### src/rtl/rmf_pkg.sv
// constants, types and helpers shared by the telegram framer
package rmf_pkg;

  // ****************************
  // timing
  // ****************************
  localparam int CLK_MHZ = 40;
  localparam int REPLY_DELAY_US = 100000;
  localparam int RTU_GAP_US = 4000;
  localparam int REPLY_DELAY_CYC = REPLY_DELAY_US * CLK_MHZ;
  localparam int RTU_GAP_CYC = RTU_GAP_US * CLK_MHZ;
  localparam int TMR_W = 23;

  // ****************************
  // drive protocol layout
  // ****************************
  localparam logic [7:0] DRV_START = 8'h02;
  localparam logic [7:0] DRV_LEN = 8'h0c;
  localparam int DRV_BCAST_BIT = 5;
  localparam logic [7:0] DRV_ADDR_KEEP = 8'h3f;
  localparam int DRV_WORDS = 5;
  localparam logic [7:0] DRV_LAST_IDX = 8'h0c;
  localparam logic [7:0] DRV_WORD_BASE = 8'h03;

  // ****************************
  // modbus layout
  // ****************************
  localparam logic [7:0] FC_RD_BITS_OUT = 8'h01;
  localparam logic [7:0] FC_RD_BITS_IN = 8'h02;
  localparam logic [7:0] FC_RD_WORDS_OUT = 8'h03;
  localparam logic [7:0] FC_RD_WORDS_IN = 8'h04;
  localparam logic [7:0] FC_WR_BIT = 8'h05;
  localparam logic [7:0] FC_WR_WORD = 8'h06;
  localparam logic [7:0] FC_WR_BITS = 8'h0f;
  localparam logic [7:0] FC_WR_WORDS = 8'h10;
  localparam logic [7:0] FC_ERR_FLAG = 8'h80;
  localparam logic [15:0] BIT_OFF = 16'h0000;
  localparam logic [15:0] BIT_ON = 16'hff00;
  localparam logic [7:0] MB_BCAST_ADDR = 8'h00;
  localparam logic [7:0] MB_MAX_BYTES = 8'hfa;
  localparam logic [7:0] MB_MIN_BYTES = 8'h03;
  localparam logic [7:0] MB_WORD_BASE = 8'h02;
  localparam logic [7:0] MB_LAST_IDX = 8'h05;
  localparam logic [7:0] MB_MULTI_LAST_IDX = 8'h06;
  localparam logic [7:0] ASCII_START = 8'h3a;
  localparam logic [7:0] ASCII_CR = 8'h0d;
  localparam logic [7:0] ASCII_LF = 8'h0a;
  localparam logic [15:0] CRC_INIT = 16'hffff;
  localparam logic [15:0] CRC_POLY = 16'ha001;

  typedef enum {S_IDLE, S_GAP, S_HDR, S_BODY, S_PAY, S_CHK, S_TAIL, S_DRAIN, S_WAIT} rmf_state_e;
  typedef enum logic [2:0] {ST_OK, ST_SLAVE_ERR, ST_CHECK_ERR, ST_BAD_REPLY, ST_TIMEOUT,
                            ST_REFUSED, ST_BCAST} rmf_status_e;

  function automatic logic [7:0] hex_char(input logic [3:0] n);
    return (n < 4'ha) ? 8'(8'h30 + {4'h0, n}) : 8'(8'h37 + {4'h0, n});
  endfunction

  function automatic logic is_hex(input logic [7:0] c);
    return (c >= 8'h30 && c <= 8'h39) || (c >= 8'h41 && c <= 8'h46) || (c >= 8'h61 && c <= 8'h66);
  endfunction

  function automatic logic [3:0] hex_val(input logic [7:0] c);
    logic [7:0] v;
    v = (c <= 8'h39) ? 8'(c - 8'h30) : (c <= 8'h46) ? 8'(c - 8'h37) : 8'(c - 8'h57);
    return v[3:0];
  endfunction

endpackage

### src/rtl/rmf_check.sv
// running check values: modbus crc, ascii sum and block xor
module rmf_check (
  input wire logic sys_clk,
  input wire logic rst,
  input wire logic clr,
  input wire logic en,
  input wire logic [7:0] din,
  output logic [15:0] crc_q,
  output logic [7:0] sum_q,
  output logic [7:0] bcc_q
);
  import rmf_pkg::*;

  function automatic logic [15:0] crc_step(input logic [15:0] c, input logic [7:0] d);
    logic [15:0] r;
    r = c ^ {8'h00, d};
    for (int i = 0; i < 8; i++) begin
      r = r[0] ? ((r >> 1) ^ CRC_POLY) : (r >> 1);
    end
    return r;
  endfunction

  always_ff @(posedge sys_clk) begin
    if (rst || clr) begin
      crc_q <= CRC_INIT;
      sum_q <= 8'h00;
      bcc_q <= 8'h00;
    end else if (en) begin
      crc_q <= crc_step(crc_q, din);
      sum_q <= 8'(sum_q + din);
      bcc_q <= bcc_q ^ din;
    end
  end
endmodule

### src/rtl/rmf_timer.sv
// one-shot down counter with a single-cycle expiry pulse
module rmf_timer #(
  parameter int W = 23
) (
  input wire logic sys_clk,
  input wire logic rst,
  input wire logic load,
  input wire logic [W-1:0] val,
  output logic expire_q,
  output logic busy_q
);
  logic [W-1:0] cnt_q;

  always_ff @(posedge sys_clk) begin
    if (rst) begin
      cnt_q <= '0;
      busy_q <= 1'b0;
      expire_q <= 1'b0;
    end else begin
      expire_q <= 1'b0;
      if (load) begin
        cnt_q <= val;
        busy_q <= 1'b1;
      end else if (busy_q) begin
        if (cnt_q <= W'(1)) begin
          busy_q <= 1'b0;
          expire_q <= 1'b1;
        end else begin
          cnt_q <= W'(cnt_q - W'(1));
        end
      end
    end
  end
endmodule

### src/rtl/rmf_framer.sv
// master telegram framer for drive protocol and modbus rtu/ascii
module rmf_framer #(
  parameter int REPLY_CYC = rmf_pkg::REPLY_DELAY_CYC,
  parameter int GAP_CYC = rmf_pkg::RTU_GAP_CYC
) (
  input wire logic sys_clk,
  input wire logic rst,
  input wire logic cfg_valid,
  input wire logic cfg_ascii,
  input wire logic req_valid,
  output logic req_ready,
  input wire logic req_drive,
  input wire logic req_write,
  input wire logic [7:0] req_addr,
  input wire logic [7:0] req_func,
  input wire logic [15:0] req_w0,
  input wire logic [15:0] req_w1,
  input wire logic [15:0] req_w2,
  input wire logic [15:0] req_w3,
  input wire logic [15:0] req_w4,
  input wire logic [7:0] req_pay_len,
  input wire logic pay_valid,
  output logic pay_ready,
  input wire logic [7:0] pay_data,
  output logic tx_valid,
  input wire logic tx_ready,
  output logic [7:0] tx_char,
  input wire logic rx_valid,
  input wire logic [7:0] rx_char,
  output logic rsp_valid,
  output logic [7:0] rsp_byte,
  output logic done,
  output rmf_pkg::rmf_status_e status
);
  import rmf_pkg::*;

  // ****************************
  // state
  // ****************************
  rmf_state_e state_q;
  rmf_status_e status_q, eval_st;
  logic ascii_q, mb_q, bcast_q, multi_q, nib_q, have_q;
  logic [7:0] addr_q, func_q, plen_q, pleft_q, pbyte_q, idx_q;
  logic [15:0] word_q [DRV_WORDS];
  logic [7:0] tx_char_q, rsp_byte_q;
  logic tx_valid_q, req_ready_q, pay_ready_q, rsp_valid_q, done_q;
  logic rin_q, rnib_q, fin_q;
  logic [3:0] rhi_q;
  logic [7:0] rcnt_q, r1_q, h0_q, h1_q;
  logic [1:0] hcnt_q, depth;
  logic req_take, req_wr, req_fc_ok, req_bcast, req_multi, refuse;
  logic [7:0] cur_byte, wk, body_last, chk_last, rb;
  logic cur_raw, emit_en, use_hex, slot_free, adv, rb_v, fin, drv_end, chk_ok, enough;
  logic gap_ld, gap_exp, rpl_ld, rpl_exp, chk_clr, chk_en;
  logic [7:0] chk_din, sum, bcc;
  logic [15:0] crc;

  // ****************************
  // request decode
  // ****************************
  assign req_take = req_valid && req_ready_q;

  always_comb begin
    req_wr = req_drive ? req_write
           : (req_func inside {FC_WR_BIT, FC_WR_WORD, FC_WR_BITS, FC_WR_WORDS});
    req_fc_ok = req_drive || req_wr
           || (req_func inside {FC_RD_BITS_OUT, FC_RD_BITS_IN,
                                FC_RD_WORDS_OUT, FC_RD_WORDS_IN});
    req_bcast = req_drive ? req_addr[DRV_BCAST_BIT] : (req_addr == MB_BCAST_ADDR);
    req_multi = !req_drive && (req_func == FC_WR_BITS || req_func == FC_WR_WORDS);
    refuse = !req_fc_ok || (req_bcast && !req_wr)
           || (req_multi && (req_pay_len == 8'h00 || req_pay_len > MB_MAX_BYTES));
  end

  always_ff @(posedge sys_clk) begin
    if (rst) begin
      ascii_q <= 1'b0;
    end else if (cfg_valid && state_q == S_IDLE) begin
      ascii_q <= cfg_ascii;
    end
  end

  always_ff @(posedge sys_clk) begin
    if (rst) begin
      mb_q <= 1'b0;
      bcast_q <= 1'b0;
      multi_q <= 1'b0;
      addr_q <= 8'h00;
      func_q <= 8'h00;
      plen_q <= 8'h00;
      for (int i = 0; i < DRV_WORDS; i++) begin
        word_q[i] <= 16'h0000;
      end
    end else if (req_take && !refuse) begin
      mb_q <= !req_drive;
      bcast_q <= req_bcast;
      multi_q <= req_multi;
      addr_q <= req_drive ? (req_addr & DRV_ADDR_KEEP) : req_addr;
      func_q <= req_func;
      plen_q <= req_pay_len;
      word_q[0] <= req_w0;
      word_q[1] <= (!req_drive && req_func == FC_WR_BIT)
                 ? ((req_w1 != 16'h0000) ? BIT_ON : BIT_OFF) : req_w1;
      word_q[2] <= req_w2;
      word_q[3] <= req_w3;
      word_q[4] <= req_w4;
    end
  end

  // ****************************
  // outgoing byte selection
  // ****************************
  always_comb begin
    cur_byte = 8'h00;
    cur_raw = 1'b0;
    wk = 8'(idx_q - (mb_q ? MB_WORD_BASE : DRV_WORD_BASE));
    body_last = !mb_q ? DRV_LAST_IDX : (multi_q ? MB_MULTI_LAST_IDX : MB_LAST_IDX);
    chk_last = (mb_q && !ascii_q) ? 8'h01 : 8'h00;
    unique case (state_q)
      S_HDR: begin
        cur_byte = ASCII_START;
        cur_raw = 1'b1;
      end
      S_TAIL: begin
        cur_byte = (idx_q == 8'h00) ? ASCII_CR : ASCII_LF;
        cur_raw = 1'b1;
      end
      S_PAY: cur_byte = pbyte_q;
      S_CHK: begin
        if (!mb_q) begin
          cur_byte = bcc;
        end else if (ascii_q) begin
          cur_byte = 8'(~sum + 8'h01);
        end else begin
          cur_byte = (idx_q == 8'h00) ? crc[7:0] : crc[15:8];
        end
      end
      S_BODY: begin
        if (!mb_q && idx_q == 8'h00) begin
          cur_byte = DRV_START;
        end else if (!mb_q && idx_q == 8'h01) begin
          cur_byte = DRV_LEN;
        end else if (!mb_q && idx_q == 8'h02) begin
          cur_byte = addr_q;
        end else if (mb_q && idx_q == 8'h00) begin
          cur_byte = addr_q;
        end else if (mb_q && idx_q == 8'h01) begin
          cur_byte = func_q;
        end else if (mb_q && idx_q == MB_MULTI_LAST_IDX) begin
          cur_byte = plen_q;
        end else begin
          cur_byte = wk[0] ? word_q[wk[3:1]][7:0] : word_q[wk[3:1]][15:8];
        end
      end
      default: cur_byte = 8'h00;
    endcase
  end

  // ****************************
  // character emitter
  // ****************************
  assign emit_en = (state_q inside {S_HDR, S_BODY, S_CHK, S_TAIL}) || (state_q == S_PAY && have_q);
  assign use_hex = ascii_q && mb_q && !cur_raw;
  assign slot_free = !tx_valid_q || tx_ready;
  assign adv = emit_en && slot_free && (!use_hex || nib_q);

  always_ff @(posedge sys_clk) begin
    if (rst) begin
      tx_valid_q <= 1'b0;
      tx_char_q <= 8'h00;
      nib_q <= 1'b0;
    end else if (emit_en && slot_free) begin
      tx_valid_q <= 1'b1;
      tx_char_q <= !use_hex ? cur_byte
                 : hex_char(nib_q ? cur_byte[3:0] : cur_byte[7:4]);
      nib_q <= use_hex && !nib_q;
    end else if (tx_ready) begin
      tx_valid_q <= 1'b0;
    end
  end

  // ****************************
  // payload intake
  // ****************************
  always_ff @(posedge sys_clk) begin
    if (rst) begin
      pay_ready_q <= 1'b0;
      have_q <= 1'b0;
      pbyte_q <= 8'h00;
      pleft_q <= 8'h00;
    end else if (req_take && !refuse) begin
      pleft_q <= req_multi ? req_pay_len : 8'h00;
      have_q <= 1'b0;
    end else if (pay_ready_q && pay_valid) begin
      pbyte_q <= pay_data;
      have_q <= 1'b1;
      pleft_q <= 8'(pleft_q - 8'h01);
      pay_ready_q <= 1'b0;
    end else begin
      pay_ready_q <= state_q == S_PAY && !have_q && pleft_q != 8'h00;
      if (state_q == S_PAY && adv) begin
        have_q <= 1'b0;
      end
    end
  end

  // ****************************
  // sequencer
  // ****************************
  always_ff @(posedge sys_clk) begin
    if (rst) begin
      state_q <= S_IDLE;
      idx_q <= 8'h00;
    end else begin
      unique case (state_q)
        S_IDLE: if (req_take && !refuse) begin
          idx_q <= 8'h00;
          state_q <= req_drive ? S_BODY : (ascii_q ? S_HDR : S_GAP);
        end
        S_GAP: if (gap_exp) state_q <= S_BODY;
        S_HDR: if (adv) state_q <= S_BODY;
        S_BODY: if (adv) begin
          if (idx_q == body_last) begin
            idx_q <= 8'h00;
            state_q <= multi_q ? S_PAY : S_CHK;
          end else begin
            idx_q <= 8'(idx_q + 8'h01);
          end
        end
        S_PAY: if (!have_q && pleft_q == 8'h00) state_q <= S_CHK;
        S_CHK: if (adv) begin
          if (idx_q == chk_last) begin
            idx_q <= 8'h00;
            state_q <= (mb_q && ascii_q) ? S_TAIL : S_DRAIN;
          end else begin
            idx_q <= 8'(idx_q + 8'h01);
          end
        end
        S_TAIL: if (adv) begin
          if (idx_q == 8'h01) begin
            idx_q <= 8'h00;
            state_q <= S_DRAIN;
          end else begin
            idx_q <= 8'(idx_q + 8'h01);
          end
        end
        S_DRAIN: if (!tx_valid_q) state_q <= bcast_q ? S_IDLE : S_WAIT;
        S_WAIT: if (fin || rpl_exp) state_q <= S_IDLE;
      endcase
    end
  end

  // ****************************
  // timers and check unit
  // ****************************
  assign gap_ld = (req_take && !refuse && !req_drive && !ascii_q)
               || (state_q == S_WAIT && rx_valid && mb_q && !ascii_q);
  assign rpl_ld = state_q == S_DRAIN && !tx_valid_q && !bcast_q;
  assign chk_clr = req_take || rpl_ld;
  assign chk_en = (adv && (state_q == S_BODY || state_q == S_PAY)) || rb_v;
  assign chk_din = (state_q == S_WAIT) ? rb : cur_byte;

  rmf_timer #(.W(TMR_W)) u_gap (
    .sys_clk(sys_clk), .rst(rst), .load(gap_ld), .val(TMR_W'(GAP_CYC)),
    .expire_q(gap_exp), .busy_q()
  );

  rmf_timer #(.W(TMR_W)) u_reply (
    .sys_clk(sys_clk), .rst(rst), .load(rpl_ld), .val(TMR_W'(REPLY_CYC)),
    .expire_q(rpl_exp), .busy_q()
  );

  rmf_check u_chk (
    .sys_clk(sys_clk), .rst(rst), .clr(chk_clr), .en(chk_en), .din(chk_din),
    .crc_q(crc), .sum_q(sum), .bcc_q(bcc)
  );

  // ****************************
  // reply parsing
  // ****************************
  always_comb begin
    rb = rx_char;
    if (!mb_q) begin
      rb_v = state_q == S_WAIT && rx_valid && !fin_q
          && (rcnt_q != 8'h00 || rx_char == DRV_START);
      fin = fin_q;
    end else if (ascii_q) begin
      rb = {rhi_q, hex_val(rx_char)};
      rb_v = state_q == S_WAIT && rx_valid && rin_q && is_hex(rx_char) && rnib_q;
      fin = state_q == S_WAIT && rx_valid && rin_q && rx_char == ASCII_LF;
    end else begin
      rb_v = state_q == S_WAIT && rx_valid;
      fin = state_q == S_WAIT && gap_exp && rcnt_q != 8'h00;
    end
    drv_end = rb_v && !mb_q && rcnt_q >= 8'h02 && {1'b0, rcnt_q} == {1'b0, r1_q} + 9'h001;
  end

  always_ff @(posedge sys_clk) begin
    if (rst || state_q != S_WAIT) begin
      rin_q <= 1'b0;
      rnib_q <= 1'b0;
      rhi_q <= 4'h0;
      rcnt_q <= 8'h00;
      r1_q <= 8'h00;
      fin_q <= 1'b0;
    end else begin
      fin_q <= fin_q || drv_end;
      if (mb_q && ascii_q && rx_valid) begin
        if (rx_char == ASCII_START) begin
          rin_q <= 1'b1;
          rnib_q <= 1'b0;
        end else if (rin_q && is_hex(rx_char)) begin
          rnib_q <= !rnib_q;
          rhi_q <= hex_val(rx_char);
        end
      end
      if (rb_v) begin
        rcnt_q <= (rcnt_q == 8'hff) ? rcnt_q : 8'(rcnt_q + 8'h01);
        if (rcnt_q == 8'h01) begin
          r1_q <= rb;
        end
      end
    end
  end

  // reply bytes held back so the check field never reaches the user
  assign depth = (mb_q && !ascii_q) ? 2'd2 : 2'd1;

  always_ff @(posedge sys_clk) begin
    if (rst || state_q != S_WAIT) begin
      hcnt_q <= 2'd0;
      h0_q <= 8'h00;
      h1_q <= 8'h00;
      rsp_valid_q <= 1'b0;
      rsp_byte_q <= 8'h00;
    end else begin
      rsp_valid_q <= 1'b0;
      if (rb_v) begin
        h0_q <= rb;
        h1_q <= h0_q;
        if (hcnt_q == depth) begin
          rsp_valid_q <= 1'b1;
          rsp_byte_q <= (depth == 2'd2) ? h1_q : h0_q;
        end else begin
          hcnt_q <= 2'(hcnt_q + 2'd1);
        end
      end
    end
  end

  // ****************************
  // completion status
  // ****************************
  always_comb begin
    chk_ok = !mb_q ? (bcc == 8'h00) : (ascii_q ? (sum == 8'h00) : (crc == 16'h0000));
    enough = !mb_q || rcnt_q >= MB_MIN_BYTES;
    if (!chk_ok || !enough) begin
      eval_st = ST_CHECK_ERR;
    end else if (!mb_q || r1_q == func_q) begin
      eval_st = ST_OK;
    end else if (r1_q == (func_q | FC_ERR_FLAG)) begin
      eval_st = ST_SLAVE_ERR;
    end else begin
      eval_st = ST_BAD_REPLY;
    end
  end

  always_ff @(posedge sys_clk) begin
    if (rst) begin
      done_q <= 1'b0;
      status_q <= ST_OK;
      req_ready_q <= 1'b1;
    end else begin
      done_q <= 1'b0;
      if (req_take && refuse) begin
        done_q <= 1'b1;
        status_q <= ST_REFUSED;
      end else if (req_take) begin
        req_ready_q <= 1'b0;
      end else if (state_q == S_DRAIN && !tx_valid_q && bcast_q) begin
        done_q <= 1'b1;
        status_q <= ST_BCAST;
        req_ready_q <= 1'b1;
      end else if (state_q == S_WAIT && fin) begin
        done_q <= 1'b1;
        status_q <= eval_st;
        req_ready_q <= 1'b1;
      end else if (state_q == S_WAIT && rpl_exp) begin
        done_q <= 1'b1;
        status_q <= ST_TIMEOUT;
        req_ready_q <= 1'b1;
      end
    end
  end

  assign req_ready = req_ready_q;
  assign pay_ready = pay_ready_q;
  assign tx_valid = tx_valid_q;
  assign tx_char = tx_char_q;
  assign rsp_valid = rsp_valid_q;
  assign rsp_byte = rsp_byte_q;
  assign done = done_q;
  assign status = status_q;
endmodule

### config.mk
export PLATFORM = sky130hd
export DESIGN_NAME = rmf_framer
export DESIGN_NICKNAME = d
export VERILOG_FILES = /design/src/rtl/rmf_pkg.sv /design/src/rtl/rmf_check.sv /design/src/rtl/rmf_timer.sv /design/src/rtl/rmf_framer.sv
export SDC_FILE = /design/constraint.sdc
export NUM_CORES = 1
export LEC_CHECK = 0
export ABC_AREA = 1
export BUFFER_PORTS_ARGS = -buffer_cell sky130_fd_sc_hd__buf_2
export CORE_MARGIN = 2
export CORE_UTILIZATION = 35
export CTS_BUF_LIST = sky130_fd_sc_hd__clkbuf_16
export CTS_CLUSTER_SIZE = 25
export DETAILED_ROUTE_END_ITERATION = 12
export PLACE_DENSITY = 0.64
export SLEW_MARGIN = 20
export SYNTH_ARGS = -nofsm -noshare
export SYNTH_HDL_FRONTEND = slang
export SYNTH_SLANG_ARGS = --single-unit
### constraint.sdc
create_clock -name sys_clk -period 4.3 [get_ports sys_clk]
set_input_delay 0.215 -clock sys_clk [delete_from_list [all_inputs] [get_ports sys_clk]]
set_output_delay 0.215 -clock sys_clk [all_outputs]
set_load 0.01 [all_outputs]
==> results of run 1 <==
[synthesized netlist by cell type, drive strengths merged (2+ instances only)]
cell,n
nor3b,8
ha,30
nor4,20
a21oi,135
clkbuf,44
nand4,31
edfxtp,80
o221ai,6
a22oi,5
xnor2,15
clkinv,4
inv,324
nand2,375
a211oi,14
nor3,39
o21ai,205
xor2,34
o21a,7
dfxtp,205
or2,9
a31oi,27
o211ai,13
nand3,126
a21boi,3
a32o,2
buf,16
o31ai,6
a311oi,3
nor2,340
a32oi,3
a221oi,2
o22ai,6
[critical path: cells and delay by family, from the launching register on]
family / cells / cell delay (ns)
simple gates: 14 / 1.33
compound gates: 8 / 1.15
fa+ha+maj: 3 / 0.73
flops: 1 / 0.38
buf+inv: 3 / 0.24
[kinds of logic after synthesis]
| family | after synthesis |
|---|---|
| AOI/OAI and AO/OA | 445 |
| xor gates and xnor gates | 49 |
| adders and majority gates | 31 |
| buffers and inverters | 388 |
| DFF | 285 |
| and+or+nand+nor | 952 |
[state kept, by name, summed over array words and instances (netlist names), 16 cells and up]
register / flops
u_chk.crc_q: 16
u_gap.cnt_q: 23
u_reply.cnt_q: 23
word_q: 80
[power by group through the flow]
stage | Sequential (mW) | Combinational [mW] | Clock [mW]
after floorplan | 3.11 | 2.35 | 0
after global placement | 3.16 | 2.93 | 0
after detailed placement | 3.17 | 3.00 | 0
after CTS | 3.11 | 3.09 | 2.87
after global routing | 3.13 | 3.53 | 2.97
final | 3.11 | 3.15 | 2.81
[routing by layer]
layer | GRT usage [%] | vias to the layer above
met5 | 0 | -
met4 | 9.18 | 0
met3 | 3.16 | 119
met2 | 33.9 | 498
met1 | 26.2 | 7144
li1 | - | 7603
[what timing repair did]
| action | in CTS | in global routing |
|---|---|---|
| hold buffers | 101 | 0 |
| hold endpoints to repair | 108 | 0 |
| setup endpoints to repair | 0 | 13 |
| resized for setup | 0 | 11 |
[cell type report]
class / count / area [sq um]
fillers: 4397 / 25100
multi-input cells: 1477 / 7770
flip-flops and latches: 285 / 6510
repair buffers: 280 / 1990
inverters: 328 / 1240
clock buffers: 37 / 926
well taps: 592 / 741
clock inverters: 23 / 149
[through the flow]
stage / power, mW / setup slack (ns)
after floorplan: 5.47 / 0.404
after global placement: 6.10 / 0.276
after detailed placement: 6.17 / 0.156
after CTS: 9.07 / 0.131
after global routing: 9.63 / -0.00997
final: 9.08 / 0.329
[worst paths after layout]
path / cells after the start / end
worst max register to register: 28 / u_chk.sum_q[7]
worst max-delay path: 28 / u_chk.sum_q[7]
worst min register to register: 2 / u_reply.expire_q
worst min-delay path: 3 / word_q[3][15]
==> impl_results.md, run 1 <==
- Syn-to-layout area delta: 22.3%
- Core Rows: between 70 and 80
- Worst Clk Skew: 0.0218 ns
- Number of flops mapped to enable cells by yosys: 80
- Met1 wire length: around 21000 um
- Worst Min Path Start: req_w3[15]
- Overall fraction of global-route tracks in use: 20.4%
- Rel. slew slack: approximately 22%
- Most area-consuming cells after synthesis: dfxtp_1, edfxtp_1, nand2_1
- Final setup violation count: 0
- CP arrival: between 4 and 5 ns
- Endpoints failing hold: 0
- Yosys top cell area share: between 20% and 30%
- Min Clock Period, post-route: 3.97 ns
- Clock Sinks: around 290
- Worst hold path type: input pin to register
- Antenna-violating nets left: 0
- Setup TNS: 0 ns
- Syn_area_per_cell: ~7.4 sq um
- Adder-cell share of the synthesized area: under 10%
- Ys flop type: dfxtp_1
- Clk buf depth: 3
- NetSw: approximately 3.4 mW
- Crit path max fanout: 16
- Seq/Total Area, Yosys: between 40% and 50%
- Critical Path Max Stage Delay: roughly 0.38 ns
- GP Congestion: about 0.95
- Vias: 15.4k
- Metal2 WL: ~22000 um
- Antenna cells: 0
- XOR/XNOR Fraction of Synth Area: about 2.8%
- Postcts setup bufs: 0
- Gate power share: between 30% and 40%
- Most common cell after layout, fill and taps aside: nand2_1
- Worst-path clk slew: about 0.06 ns
- Via density per instance: ~5.1
- Reg power frac: 34.3%
- 1st-iter DRT viols: between 1k and 1.5k
- Wire length on met3: around 2900 um
- Final Routed Wirelength: between 40000 and 50000 um
- Power Density: around 470 nW/um^2
- Status: finished clean
- DIE WIDTH: approximately 220 um
- Netlist cell types: 73
- Final hold slack: 0.0254 ns
- Worst-Margin Slew: roughly 1.2 ns
- Post-synthesis mux area share: 0%
- Antenna violations before repair: 0
- Crit path launch: idx_q[0]
- Post-synth top area cell: dfxtp_1
- Clock power frac: between 30% and 40%
- Hpwl dp: around 35000 um
- TritonCTS clock tree: built
- Fin nets: roughly 2.6k
- Avg WL per Cell: about 16 um
- Finished Layout Cells: slightly above 3k
- Max VDD drop: 0.233 mV
- Initial Util: between 30% and 40%
- Ys async rst share: 0%
- Clock root buffer master: clkbuf_16
- First drt pass iteration count: 5
- Cell Area, Synth: roughly 16000 sq um
- Cells after synthesis: 2150
- Worst setup path category: register to register
- Die area: approximately 47000 sq um
- Die height: 216 um
- Compound-Gate Fraction of Synth Area: roughly 16%
- Crit-path slowest cell: dfxtp_2
- Leakage power: ~8.8 nW
- Slew Viols, Final: 0
- Internal: between 5 and 6 mW
- Max Fclk: 252 MHz
- # IOs: between 150 and 200
- Largest family of logic cells by synthesized area: simple AND/OR/NAND/NOR gates
- Final instance area: roughly 19000 sq um
- Clock Latency Late Sink: between 0.5 and 0.6 ns
- CTS buffer count: 35
- Seq cells post-synth: 285
- Dpl cells: ~2.9k
- Ratio of cells with drive above 1 in the final layout: 14.2%
- Largest net degree at the start of global routing: 96
- First-pass GRT wire length: a little under 80000 um
- Fin crit share: roughly 90%
- Max cap viols: 0
- R2r setup slk: between 0.3 and 0.4 ns
- Grt ovf: 0
- Vias in the first global route: between 10k and 15k
- Switch share: between 30% and 40%
- Commonest non-fill, non-tap cells in the layout: nand2_1, nor2_1, inv_1
- Post-Place Cell Area: ~17000 sq um
- # H-tree levels: 2
- Residual DRC count: 0
- YS warnings: 0
- Worst Setup End Kind: register
- CP required: roughly 4.7 ns
- CORE AREA: approximately 44000 sq um
- Origin of the critical flop-to-flop path: idx_q[0]
- Post-synthesis simple-gate area fraction: roughly 28%
- Post-synth net total: ~2.3k
- Port Buf Inserts: around 150
- Highest routed metal layer: met4
- Final Core Density: approximately 44%
- Crit start category: register
No activity file was read; power rests on OpenSTA's default activity.
==> inputs of run 2 (changes only) <==
ABC_AREA = not set   (was 1)
==> run 2 against run 1 <==
Compared with the run above:
- clock power is essentially flat
- final cell count shrank 14%
- via count shrank 10%
- synthesized cell count shrank 21%
- synthesized area shrank 3.5%
- critical endpoint unchanged
- highest routed layer is now met5
==> impl_results.md, run 2 <==
- Setup TNS: 0 ns
- 1st-iter DRT viols: 1182
- Number of flops mapped to enable cells by yosys: 80
- Cell Area, Synth: 15200 sq um
- Netlist cell types: 99
- Switch share: 30.0%
- Top flop regs: word_q (80), u_gap.cnt_q (23), u_reply.cnt_q (23)
- Worst Setup End Kind: register
- Min Clock Period, post-route: around 4 ns
- CORE AREA: between 40000 and 50000 sq um
- Syn_area_per_cell: around 9.0 sq um
- Avg WL per Cell: approximately 18 um
- # IOs: 154
- Most area-consuming cells after synthesis: dfxtp_1, edfxtp_1, nor2_1
- Seq/Total Area, Yosys: 42.7%
- Crit path max fanout: 4
- CP required: 4.81 ns
- Grt met2 use: roughly a third
- Clk buf depth: 3
- DIE WIDTH: between 200 and 250 um
- Place WS: ~0.022 ns
- Seq cells post-synth: between 200 and 300
- Die height: approximately 210 um
- Internal: 5.31 mW
- Die area: about 45000 sq um
- Final Worst Setup Slack: 0.184 ns
- Gate power share: approximately a quarter
- Clock root buffer master: clkbuf_16
- CP Cell Sequence: inv_1 > ha_1 > inv_1 > ha_4 > mux4_2 > mux4_2 > a211oi_4 > o21ai_2 > ha_1 > a21o_1 > a21oi_2 > o21bai_1 > a21oi_2 > o21bai_1 > a21oi_2 > xnor2_1 > or3_1 > a21oi_1
- Worst-path clk slew: roughly 0.06 ns
- Largest net degree at the start of global routing: slightly above 80
- Crit start category: register
- Leakage power: 7.42 nW
- Hpwl dp: 34000 um
- Residual DRC count: 0
- Worst setup path category: register to register
- Antenna violations before repair: 1
- Vias: approximately 14k
- GR peak layer: met2
- Endpoints failing hold: 0
- Final Core Density: 44.6%
- Syn-to-layout area delta: 25.9%
- Max reg flops: 80
- Final instance area: roughly 19000 sq um
- Fin nets: 2139
- Cells after synthesis: 1701
- Core Rows: 76
- Port Buf Inserts: between 150 and 200
- Worst-Margin Slew: 1.00 ns
- Ratio of cells with drive above 1 in the final layout: between 10% and 20%
- Most frequent cells after synthesis: dfxtp_1, nor2_1, nand2_1, a21oi_1, and2_1
- Finished Layout Cells: between 2k and 3k
- M3 GR Usage: under 10%
- Vias in the first global route: about 14k
- Ys flop type: dfxtp_1
- Power Density: roughly 400 nW/um^2
- Most flops, register: word_q
- First-pass GRT wire length: between 70000 and 80000 um
- Rel. slew slack: between 30% and 40%
- Final setup violation count: 0
- First drt pass iteration count: 7
- GR Layer Usage met1: around 28%
- Final Routed Wirelength: about 47000 um
- Top-count cell post-synth: dfxtp_1
- Worst hold path type: input pin to register
- CP most frequent cell: a21oi_2
- RSZ-0062 raised after global routing: yes
- CP arrival: 4.63 ns
- Post-synth top area cell: dfxtp_1
- Tot Pwr: 7.59 mW
- Clock Latency Late Sink: 0.59 ns
- Initial Util: roughly 35%
- Worst Clk Skew: ~0.023 ns
- Slew Viols, Final: 0
- Post-Place Cell Area: 16900 sq um
- Most common cell after layout, fill and taps aside: dfxtp_1
- Max cap viols: 0
- Antenna-violating nets left: 0
- Antenna cells: 0
- Critical Path Max Stage Delay: 0.55 ns
- Fill cells: 4110
- Dpl cells: roughly 2.4k
- Status: finished clean
- Commonest non-fill, non-tap cells in the layout: dfxtp_1, nor2_1, nand2_1
- Grt ovf: 0
- Max VDD drop: roughly 0.29 mV
- Clock Sinks: about 290
- Max Fclk: between 200 and 250 MHz
- Post-synth net total: about 1.9k
- Clock power frac: 36.7%
- NetSw: between 2 and 2.5 mW
- CTS buffer count: 31
- Overall fraction of global-route tracks in use: between 20% and 30%
- YS warnings: 0
- Fin crit share: 95.7%
- Reg power frac: around two fifths
- Ys async rst share: 0%
- R2r setup slk: approximately 0.18 ns
- TritonCTS clock tree: built
- # H-tree levels: 1
- Crit-path slowest cell: mux4_2
- GP Congestion: ~0.94
- Via density per instance: approximately 5.3
- Yosys top cell area share: between 20 and 30%
- Final hold slack: 0.0409 ns
==> run 2: cells by family (layout without fill, tap and decap cells) <==
group,count (synthesis),after routing,synth area share (%)
AOI/OAI and AO/OA,366,366,15.4
xor gates and xnor gates,117,117,7.11
adders and majority gates,31,31,2.59
buffers and inverters,146,448,3.90
DFF,285,285,42.7
muxes,62,62,5.74
and+or+nand+nor,694,694,22.6
==> run 2: worst paths after layout <==
kind / cells past startpoint / to / start
worst min-delay path: 4 / addr_q[6] / req_addr[6]
worst min register to register: 2 / status[2] / status[2]
worst max register to register: 18 / u_chk.sum_q[7] / idx_q[0]
worst max-delay path: 18 / u_chk.sum_q[7] / idx_q[0]
==> run 2: critical path: cells and delay by family, from the launching register on <==
family | cells | cell delay (ns)
flops | 1 | 0.31
fa+ha+maj | 3 | 0.77
compound gates | 9 | 1.37
xor+xnor | 1 | 0.08
buf+inv | 2 | 0.15
mux | 2 | 1.07
simple gates | 1 | 0.31
==> run 2: power by group through the flow <==
| stage | Clock (mW) | Combinational [mW] | Sequential, mW |
|---|---|---|---|
| 2_1_floorplan | 0 | 1.15 | 3.01 |
| 3_3_place_gp | 0 | 1.63 | 3.05 |
| 3_5_place_dp | 0 | 1.66 | 3.05 |
| 4_1_cts | 2.84 | 1.75 | 3.00 |
| 5_1_grt | 2.95 | 1.97 | 3.01 |
| 6_report | 2.78 | 1.81 | 3.00 |
==> run 2: timing repair <==
action,4_1_cts,5_1_grt
pin swaps,0,3
endpoints found under the hold margin,122,0
hold buffers,115,0
setup endpoints to repair,1,6
resized for setup,1,10
setup buffers,0,1
==> run 2: final cells by class <==
| class | count | area, sq um | share of cell area (%) |
|---|---|---|---|
| flip-flops and latches | 285 | 6510 | 33.9 |
| inverters | 50 | 190 | 0.991 |
| well taps | 585 | 732 | 3.81 |
| clock buffers | 31 | 776 | 4.04 |
| clock inverters | 27 | 290 | 1.51 |
| repair buffers | 340 | 2480 | 12.9 |
| multi-input cells | 1270 | 8220 | 42.8 |
==> run 2: layer usage <==
layer,vias to the layer above,share of wire [%]
met4,2,3.9
met3,114,7.5
met5,-,0.038
met2,536,44
met1,6554,44
li1,6613,-
